===== config.mk =====
export PLATFORM = sky130hd
export DESIGN_NAME = egf_follower
export DESIGN_NICKNAME = d
export VERILOG_FILES = /design/src/shared/egf_pkg.sv /design/src/hdl/egf_follower.sv
export SDC_FILE = /design/constraint.sdc
export NUM_CORES = 2
export LEC_CHECK = 0
export BUFFER_PORTS_ARGS = -buffer_cell sky130_fd_sc_hd__buf_2
export CORE_MARGIN = 2
export CORE_UTILIZATION = 50
export DETAILED_ROUTE_END_ITERATION = 7
export PLACE_DENSITY_LB_ADDON = 0.08
export SKIP_LAST_GASP = 1
export SLEW_MARGIN = 10
export SYNTH_ARGS = -nofsm -noshare
export SYNTH_HDL_FRONTEND = slang
export SYNTH_SLANG_ARGS = --single-unit

===== constraint.sdc =====
create_clock -name clk_in -period 10.4 [get_ports clk_in]
set_input_delay 2.08 -clock clk_in [delete_from_list [all_inputs] [get_ports clk_in]]
set_output_delay 2.08 -clock clk_in [all_outputs]
set_load 0.05 [all_outputs]

===== src/shared/egf_pkg.sv =====
// Package: parameter map, field positions, reset values and rates of the gear follower
package egf_pkg;
  // ****************************************************************
  // Parameter addressing (index:subindex)
  // ****************************************************************
  localparam logic [7:0] EGF_IDX_GEAR = 8'h26;          // Index 38
  localparam logic [7:0] EGF_SIDX_START = 8'h01;
  localparam logic [7:0] EGF_SIDX_ACK = 8'h02;
  localparam logic [7:0] EGF_SIDX_SPEED = 8'h05;
  localparam logic [7:0] EGF_SIDX_NUM = 8'h07;
  localparam logic [7:0] EGF_SIDX_DEN = 8'h08;
  localparam logic [7:0] EGF_SIDX_DIR = 8'h0D;
  // ****************************************************************
  // Reset values and legal ranges
  // ****************************************************************
  localparam logic [31:0] EGF_NUM_RST = 32'h0000_0001;
  localparam logic [31:0] EGF_DEN_RST = 32'h0000_0001;
  localparam logic [31:0] EGF_SPEED_RST = 32'h0000_0BB8;  // 3000 rpm
  localparam logic [31:0] EGF_SPEED_MIN = 32'h0000_0001;
  localparam logic [31:0] EGF_SPEED_MAX = 32'h0000_2EE0;  // 12000 rpm
  localparam logic [15:0] EGF_DIR_RST = 16'h0003;
  localparam logic [15:0] EGF_DIR_POS = 16'h0001;
  localparam logic [15:0] EGF_DIR_NEG = 16'h0002;
  localparam logic [15:0] EGF_DIR_BOTH = 16'h0003;
  localparam int EGF_DIR_POS_BIT = 0;
  localparam int EGF_DIR_NEG_BIT = 1;
  // ****************************************************************
  // Mode start codes and acknowledgement bits
  // ****************************************************************
  localparam logic [15:0] EGF_START_OFF = 16'h0000;
  localparam logic [15:0] EGF_START_IMM = 16'h0001;
  localparam logic [15:0] EGF_START_COMP = 16'h0002;
  localparam int EGF_ACK_SYNC_BIT = 13;
  localparam int EGF_ACK_END_BIT = 14;
  localparam int EGF_ACK_ERR_BIT = 15;
  // ****************************************************************
  // Rates
  // ****************************************************************
  localparam logic [32:0] EGF_CLK_HZ = 33'd40_000_000;
  localparam logic [32:0] EGF_SEC_PER_MIN = 33'd60;
  localparam logic [32:0] EGF_STEP_PERIOD = 33'(EGF_CLK_HZ * EGF_SEC_PER_MIN);
  localparam int EGF_PULSES_PER_REV = 16384;
  typedef enum logic [1:0] {EGF_IDLE, EGF_FOLLOW, EGF_COMP} egf_mode_t;
endpackage : egf_pkg


===== src/hdl/egf_follower.sv =====
// Electronic gear follower: ratio scaling, speed cap, direction gate, resync
`timescale 1ns/100ps
// Behaviour
// Output pulses are reference pulses times num/den
// Negative numerator reverses motor direction
// Ratio resets to one to one
// Ratio changes take effect on numerator write
// Numerator is full signed 32-bit
// Denominator accepted only from one upward
// No ramp; acceleration left to current limit
// Speed capped by ceiling, default 3000 rpm
// Excess deviation at activation flags contouring error
// Direction code suppresses forbidden motion
// Stop write, other mode, quick stop uncouple
// Pulses kept only while amplifier on
// Start code 2 enters compensating mode
// Compensation runs at full permitted speed
// Compensation targets uninterrupted position
// Added position only updates while active
// Compensation respects enabled direction
// Code 0 off, 1 immediate sync
// Ack word bits 13, 14, 15
// Division remainder carried between updates
module egf_follower #(
  parameter int PULSES_PER_REV = egf_pkg::EGF_PULSES_PER_REV
) (
  input wire logic clk_in,
  input wire logic rst_n_in,
  input wire logic ce_in,
  input wire logic par_wr_in,
  input wire logic par_rd_in,
  input wire logic [7:0] par_index_in,
  input wire logic [7:0] par_subindex_in,
  input wire logic [31:0] par_wdata_in,
  output logic [31:0] par_rdata_out,
  output logic par_ack_out,
  output logic par_err_out,
  input wire logic ref_pulse_in,
  input wire logic ref_dir_in,
  input wire logic amp_on_in,
  input wire logic quick_stop_in,
  input wire logic other_mode_in,
  input wire logic [31:0] following_error_threshold_in,
  output logic motor_step_out,
  output logic motor_dir_out,
  output logic [31:0] setpoint_pos_out,
  output logic [31:0] gear_added_position_out,
  output logic [31:0] input_pulse_position_out,
  output logic [15:0] follow_mode_ack_out,
  output logic contouring_error_out
);
  import egf_pkg::*;

  // ****************************************************************
  // State
  // ****************************************************************
  egf_mode_t mode_r;
  logic [31:0] num_r, den_r, den_pend_r, speed_r;
  logic [15:0] dir_r, start_r;
  logic signed [63:0] resid_r;
  logic signed [31:0] target_r, setp_r;
  logic [32:0] phase_r;
  logic err_r;
  logic [31:0] added_r, refpos_r;

  // Decode of a parameter access by subindex
  function automatic logic hit(input logic [7:0] idx, input logic [7:0] sidx, input logic [7:0] want);
    return (idx == EGF_IDX_GEAR) && (sidx == want);
  endfunction

  logic wr_start, wr_num, wr_den, wr_speed, wr_dir, rd_any, known;
  assign wr_start = par_wr_in && hit(par_index_in, par_subindex_in, EGF_SIDX_START);
  assign wr_num = par_wr_in && hit(par_index_in, par_subindex_in, EGF_SIDX_NUM);
  assign wr_den = par_wr_in && hit(par_index_in, par_subindex_in, EGF_SIDX_DEN);
  assign wr_speed = par_wr_in && hit(par_index_in, par_subindex_in, EGF_SIDX_SPEED);
  assign wr_dir = par_wr_in && hit(par_index_in, par_subindex_in, EGF_SIDX_DIR);
  assign known = hit(par_index_in, par_subindex_in, EGF_SIDX_START) || hit(par_index_in, par_subindex_in, EGF_SIDX_ACK)
    || hit(par_index_in, par_subindex_in, EGF_SIDX_SPEED) || hit(par_index_in, par_subindex_in, EGF_SIDX_NUM)
    || hit(par_index_in, par_subindex_in, EGF_SIDX_DEN) || hit(par_index_in, par_subindex_in, EGF_SIDX_DIR);
  assign rd_any = par_rd_in && !par_wr_in;

  // ****************************************************************
  // Activation decision
  // ****************************************************************
  logic uncouple, start_imm, start_comp;
  logic signed [31:0] dev;
  logic [31:0] dev_abs;
  assign uncouple = (wr_start && par_wdata_in[15:0] == EGF_START_OFF) || other_mode_in || quick_stop_in;
  assign start_imm = wr_start && par_wdata_in[15:0] == EGF_START_IMM && amp_on_in;
  assign start_comp = wr_start && par_wdata_in[15:0] == EGF_START_COMP && amp_on_in;
  assign dev = target_r - setp_r;
  assign dev_abs = dev[31] ? 32'(-dev) : 32'(dev);
  // Error too large to catch up safely: refuse and flag instead
  logic comp_fail;
  assign comp_fail = start_comp && (dev_abs > following_error_threshold_in);

  // Mode sequencing; uncoupling wins over a simultaneous start
  always_ff @(posedge clk_in or negedge rst_n_in) begin
    if (!rst_n_in) begin
      mode_r <= EGF_IDLE;
      err_r <= 1'b0;
    end else if (ce_in) begin
      if (uncouple || !amp_on_in) begin
        mode_r <= EGF_IDLE;
      end else if (start_imm) begin
        mode_r <= EGF_FOLLOW;
        err_r <= 1'b0;
      end else if (comp_fail) begin
        mode_r <= EGF_IDLE;
        err_r <= 1'b1;
      end else if (start_comp) begin
        mode_r <= EGF_COMP;
        err_r <= 1'b0;
      end
    end
  end

  // ****************************************************************
  // Parameter registers
  // ****************************************************************
  always_ff @(posedge clk_in or negedge rst_n_in) begin
    if (!rst_n_in) begin
      num_r <= EGF_NUM_RST;
      den_r <= EGF_DEN_RST;
      den_pend_r <= EGF_DEN_RST;
      speed_r <= EGF_SPEED_RST;
      dir_r <= EGF_DIR_RST;
      start_r <= EGF_START_OFF;
    end else if (ce_in) begin
      // Full signed range; the staged denominator goes live with it
      if (wr_num) begin
        num_r <= par_wdata_in;
        den_r <= den_pend_r;
      end
      // Zero or negative would break the divider, so it is dropped
      if (wr_den && !par_wdata_in[31] && par_wdata_in != '0) begin
        den_pend_r <= par_wdata_in;
      end
      if (wr_speed && par_wdata_in >= EGF_SPEED_MIN && par_wdata_in <= EGF_SPEED_MAX) begin
        speed_r <= par_wdata_in;
      end
      if (wr_dir && (par_wdata_in[15:0] == EGF_DIR_POS || par_wdata_in[15:0] == EGF_DIR_NEG
          || par_wdata_in[15:0] == EGF_DIR_BOTH)) begin
        dir_r <= par_wdata_in[15:0];
      end
      if (wr_start) begin
        start_r <= par_wdata_in[15:0];
      end
    end
  end

  // Read data and access answer, one cycle after the strobe
  always_ff @(posedge clk_in or negedge rst_n_in) begin
    if (!rst_n_in) begin
      par_rdata_out <= '0;
      par_ack_out <= 1'b0;
      par_err_out <= 1'b0;
    end else if (ce_in) begin
      par_ack_out <= par_wr_in || par_rd_in;
      par_err_out <= (par_wr_in || par_rd_in) && !known;
      if (rd_any) begin
        unique case (par_subindex_in)
          EGF_SIDX_START: par_rdata_out <= {16'h0000, start_r};
          EGF_SIDX_ACK: par_rdata_out <= {16'h0000, follow_mode_ack_out};
          EGF_SIDX_SPEED: par_rdata_out <= speed_r;
          EGF_SIDX_NUM: par_rdata_out <= num_r;
          EGF_SIDX_DEN: par_rdata_out <= den_pend_r;
          EGF_SIDX_DIR: par_rdata_out <= {16'h0000, dir_r};
          default: par_rdata_out <= '0;
        endcase
        if (par_index_in != EGF_IDX_GEAR) begin
          par_rdata_out <= '0;
        end
      end
    end
  end

  // ****************************************************************
  // Ratio scaling with carried remainder
  // ****************************************************************
  logic signed [63:0] num_s, den_s, resid_add;
  assign num_s = 64'(signed'(num_r));
  assign den_s = 64'(signed'({1'b0, den_r[30:0]}));
  // Reverse pulses subtract; a negative ratio flips the sign again
  assign resid_add = ref_pulse_in ? (ref_dir_in ? -num_s : num_s) : 64'sh0;

  // Pulses owed keep accruing even uncoupled, so resync can land exactly
  always_ff @(posedge clk_in or negedge rst_n_in) begin
    if (!rst_n_in) begin
      resid_r <= '0;
      target_r <= '0;
    end else if (ce_in) begin
      if (!amp_on_in) begin
        resid_r <= '0;
        target_r <= setp_r;
      end else if (start_imm) begin
        resid_r <= '0;
        target_r <= setp_r;
      end else if (resid_r + resid_add >= den_s) begin
        resid_r <= resid_r + resid_add - den_s;
        target_r <= target_r + 32'sh1;
      end else if (resid_r + resid_add <= -den_s) begin
        resid_r <= resid_r + resid_add + den_s;
        target_r <= target_r - 32'sh1;
      end else begin
        resid_r <= resid_r + resid_add;
      end
    end
  end

  // Raw input position keeps counting in every mode
  always_ff @(posedge clk_in or negedge rst_n_in) begin
    if (!rst_n_in) begin
      refpos_r <= '0;
    end else if (ce_in && ref_pulse_in) begin
      refpos_r <= ref_dir_in ? refpos_r - 32'h1 : refpos_r + 32'h1;
    end
  end

  // ****************************************************************
  // Speed cap and stepping
  // ****************************************************************
  // Phase accumulator: one step slot per period at speed_r rpm.
  // No ramp term: the current loop outside bounds acceleration.
  logic [32:0] rate, phase_sum;
  logic slot, want_pos, want_neg, step;
  assign rate = 33'(speed_r * 32'(PULSES_PER_REV));
  assign phase_sum = phase_r + rate;
  assign slot = phase_sum >= EGF_STEP_PERIOD;
  assign want_pos = dev > 32'sh0 && dir_r[EGF_DIR_POS_BIT];
  assign want_neg = dev < 32'sh0 && dir_r[EGF_DIR_NEG_BIT];
  assign step = (mode_r != EGF_IDLE) && slot && (want_pos || want_neg) && !uncouple;

  always_ff @(posedge clk_in or negedge rst_n_in) begin
    if (!rst_n_in) begin
      phase_r <= '0;
    end else if (ce_in) begin
      phase_r <= slot ? phase_sum - EGF_STEP_PERIOD : phase_sum;
    end
  end

  // Setpoint and step outputs
  always_ff @(posedge clk_in or negedge rst_n_in) begin
    if (!rst_n_in) begin
      setp_r <= '0;
      motor_step_out <= 1'b0;
      motor_dir_out <= 1'b0;
    end else if (ce_in) begin
      motor_step_out <= step;
      if (step) begin
        motor_dir_out <= want_neg;
        setp_r <= want_neg ? setp_r - 32'sh1 : setp_r + 32'sh1;
      end
    end
  end

  // Added position frozen outside gear mode
  always_ff @(posedge clk_in or negedge rst_n_in) begin
    if (!rst_n_in) begin
      added_r <= '0;
    end else if (ce_in && step) begin
      added_r <= want_neg ? added_r - 32'h1 : added_r + 32'h1;
    end
  end

  // ****************************************************************
  // Status outputs
  // ****************************************************************
  logic [15:0] ack;
  always_comb begin
    ack = '0;
    ack[EGF_ACK_SYNC_BIT] = (mode_r != EGF_IDLE) && (dev == 32'sh0);
    ack[EGF_ACK_END_BIT] = (mode_r == EGF_IDLE) && !motor_step_out;
    ack[EGF_ACK_ERR_BIT] = err_r;
  end
  assign follow_mode_ack_out = ack;
  assign contouring_error_out = err_r;
  assign setpoint_pos_out = setp_r;
  assign gear_added_position_out = added_r;
  assign input_pulse_position_out = refpos_r;

  // An in-range remainder with no pulse must be carried, never dropped
  logic resid_idle;
  assign resid_idle = amp_on_in && !start_imm && !ref_pulse_in && resid_r < den_s && resid_r > -den_s;
endmodule // egf_follower


==> flow_summary.toml <==
[yosys]
yosys.area.top_type_share_pct = 25.9
synthAdderAreaFrac_pct = 13.2
synth-main-ff-cell = "dfrtp_1"
synth_area_um2 = 38600
yosysWarnings = 0
synth_seq_cells = 412
synth_xor_area_share_pct = 7.86
synth-simple-area-share_pct = 19.3
synth_edf_count = 0
synthArstFlopShare_pct = 100
synth_top_family_by_area = "compound AO/OA/AOI/OAI gates"
synth_cell_types = 117
ys_top_cells_by_area = "dfrtp_1 26%, ha_1 13%, xnor2_1 5.4%"
muxShareOfSynthArea_pct = 3.94
syn-instance-count = 4717
synth.yosys.seq_area_share_pct = 26.7
synth_compound_area_share_pct = 24.1
syn_area_per_cell_um2 = 8.19
synth_top_area_cell = "dfrtp_1"

[drt]
routed_wl_um = 124000
drt_first_iter_violations = 2890
vias = 37370
drc = 1
ant_nets = 0
dr.pass1.iters = 8
routed_via_density = 5.88
routedWlPerCell_um = 19.6

[die]
initial_core_util_pct = 50.7
dieArea_um2 = 79500
die_w_um = 282
coreArea_um2 = 76200
num_rows = 101
die_h_um = 282
num_io_pins = 239

[final_layout]
layout.cells.non_filler = 6354
seq_area_um2 = 10300
fill_cells = 6904
multi_input_area_um2 = 27100
drive_gt1_share_pct = 21.0
area_delta_synth_final_pct = 20.4
num-nets-final = 5770

[timing]
finalMaxSlewViolations = 0
rsz0062_at_grt = "true"
holdWs_ps = 458
slew_headroom_pct = 27.8
finalSetupTns_ps = -44.8
fmax_ghz = 0.0957
fin_crit_ps = 10440
period_share_pct = 100
skew_ps = 57.2
worstMarginPinSlew_ps = 1080
setup_viol = 1
worst_slack_ps = -44.8
finalHoldViolCount = 0

[worst_setup_path]
required_ps = 10890
crit_type = "flip-flop to flip-flop"
slowest_stage = "or4_4"
r2r_start = "num_r[5]"
critPathArrivalTime_ps = 10930
rr_worst_depth = 43
critPathMaxFanout = 7
slowest_delay_ps = 630
cp-start-kind = "flip-flop"
r2r_end = "target_r[31]"
regToRegSetupSlack_ps = -40
end_kind = "flip-flop"

[power]
finalPower_mw = 10.1
powerDensity_nw_per_um2 = 218
irDropWorstVdd_uv = 166
leakage_nw = 22.4

[clock_network]
htree_levels = 2
clock-sinks = 412
cts_made_buffers = 51
path_clk_slew_ps = 70
cts_hold_buf = 0
clkLatencyLatePin_ps = 650
cts_root_buf = "clkbuf_16"
clock_path_buffers = 3
cts_tree = "yes"

[global_routing]
grt_pass1_vias = 35388
globalRouteOverflowTotal = 0
antenna_found_initial = 4
track_usage_pct = 30.8
grt_pass1_wl_um = 196000
grt_max_degree = 157

[run_status]
status = "finished, violations left"
violations = "DRC, setup timing"

[hold_path]
whs_endpoint = "input_pulse_position_out[31]"
hold_depth = 1
hp-class = "flip-flop to flip-flop"
worstHoldStart = "input_pulse_position_out[31]"

[placed_design]
io_buffers = 225
gp_congestion = 0.981
pre_cts_slack_ps = -329
dp_cells = 6249
dpl.hpwl_um = 96300

[job]
cap_violations = 0
[flip-flops by register name, indices dropped and copies added (netlist names), 2 cells and up]
register / flops
setpoint_pos_out: 32
dir_r: 16
start_r: 16
gear_added_position_out: 32
speed_r: 32
target_r: 32
resid_r: 64
phase_r: 22
input_pulse_position_out: 32
den_pend_r: 32
num_r: 32
mode_r: 2
den_r: 31
par_rdata_out: 32
[synth_stat cells (36+ instances only)]
library cell and count:
nand4_1 71, a21oi_1 399, o21a_1 70, nand2b_1 52, o21ai_0 346, or3_1 38, a31oi_1 63, nor2_1 339
mux2_2 113, o21bai_1 38, o31ai_1 39, nor2b_1 52, nor3_1 143, xnor2_1 240, nor4_1 67, and3_1 42
nand2_1 430, ha_1 392, nand3_1 94, inv_1 238, dfrtp_1 400, and2_1 70, a21o_1 136, a211oi_1 36
clkbuf_1 161, xor2_1 103
[critical path, delay by kind of cell (launching register included)]
family          cells  cell delay (ps)
simple gates       17             5020
compound gates     19             3620
buf+inv             4              560
fa+ha+maj           2              420
flops               1              370
mux                 1              310
[area by class of cell]
class	instances	area share [%]
diodes	3	0.0161
multi-input cells	3853	58.3
well taps	1030	2.77
inverters	241	1.94
flip-flops and latches	412	22.2
clock buffers	64	2.98
repair buffers	720	10.6
clock inverters	31	1.15
[cells in the final DEF (no fill, tap or decap), drive strengths merged, types with 29 or more instances in the layout]
master / count
or2: 30
and3: 42
nand3: 94
nor2b: 52
nand4: 72
mux2: 114
buf: 720
xor2: 104
a211oi: 41
xnor2: 241
inv: 243
and2: 73
clkbuf: 64
o21a: 70
dfrtp: 400
nand2b: 52
ha: 392
a222oi: 29
o31ai: 40
or3: 38
o21ai: 362
nor3: 148
nor4: 71
nor2: 343
o21bai: 38
a31oi: 64
a21oi: 404
a21o: 136
nand2: 431
[through the flow]
| stage | util (%) | cell area, um2 |
|---|---|---|
| 2_1_floorplan | - | 38800 |
| 3_3_place_gp | 57.8 | 44000 |
| 3_5_place_dp | 57.8 | 44000 |
| 4_1_cts | 60.4 | 46000 |
| 5_1_grt | 61.1 | 46500 |
| 6_report | 61.1 | 46500 |
[layer usage]
layer  track usage, %  share of wire, %  up-vias
li1                 -                 -    18379
met1             43.7                46    17856
met2             49.5                45      980
met3             3.99               6.1      155
met4             7.64               2.4        0
met5                0                 0        -
[kinds of logic (layout without fill, tap and decap cells)]
family	Yosys count	count (layout)
AO/OA/AOI/OAI	1438	1438
XOR/XNOR	345	345
adder cells (fa/ha/maj)	402	402
buffers and inverters	464	1056
flip-flops	412	412
multiplexers	138	138
other	1	16
AND/OR/NAND/NOR	1517	1517
[report_power, final]
group	switching [mW]	internal (mW)
Combinational	3.46	2.61
Sequential	0.204	1.82
Clock	0.815	1.23
Total	4.48	5.66
[how the worst max path moves through the flow]
stage	start	end	slack [ps]	depth (start not counted)
after floorplan	ref_dir_in	target_r[30]	0.4	45
after detailed placement	num_r[5]	target_r[31]	-330	42
after global routing	num_r[5]	target_r[31]	-480	44
after global placement	num_r[5]	target_r[31]	-200	42
final	num_r[5]	target_r[31]	-40	43
after CTS	num_r[5]	target_r[30]	5	43
[what timing repair did]
item | 4_1_cts | 5_1_grt
buffers inserted | 0 | 8
pin swaps | 3 | 29
endpoints found under the setup margin | 5 | 95
gates resized for setup | 14 | 91
cloned | 0 | 0
No activity file was read; power rests on OpenSTA's default activity.
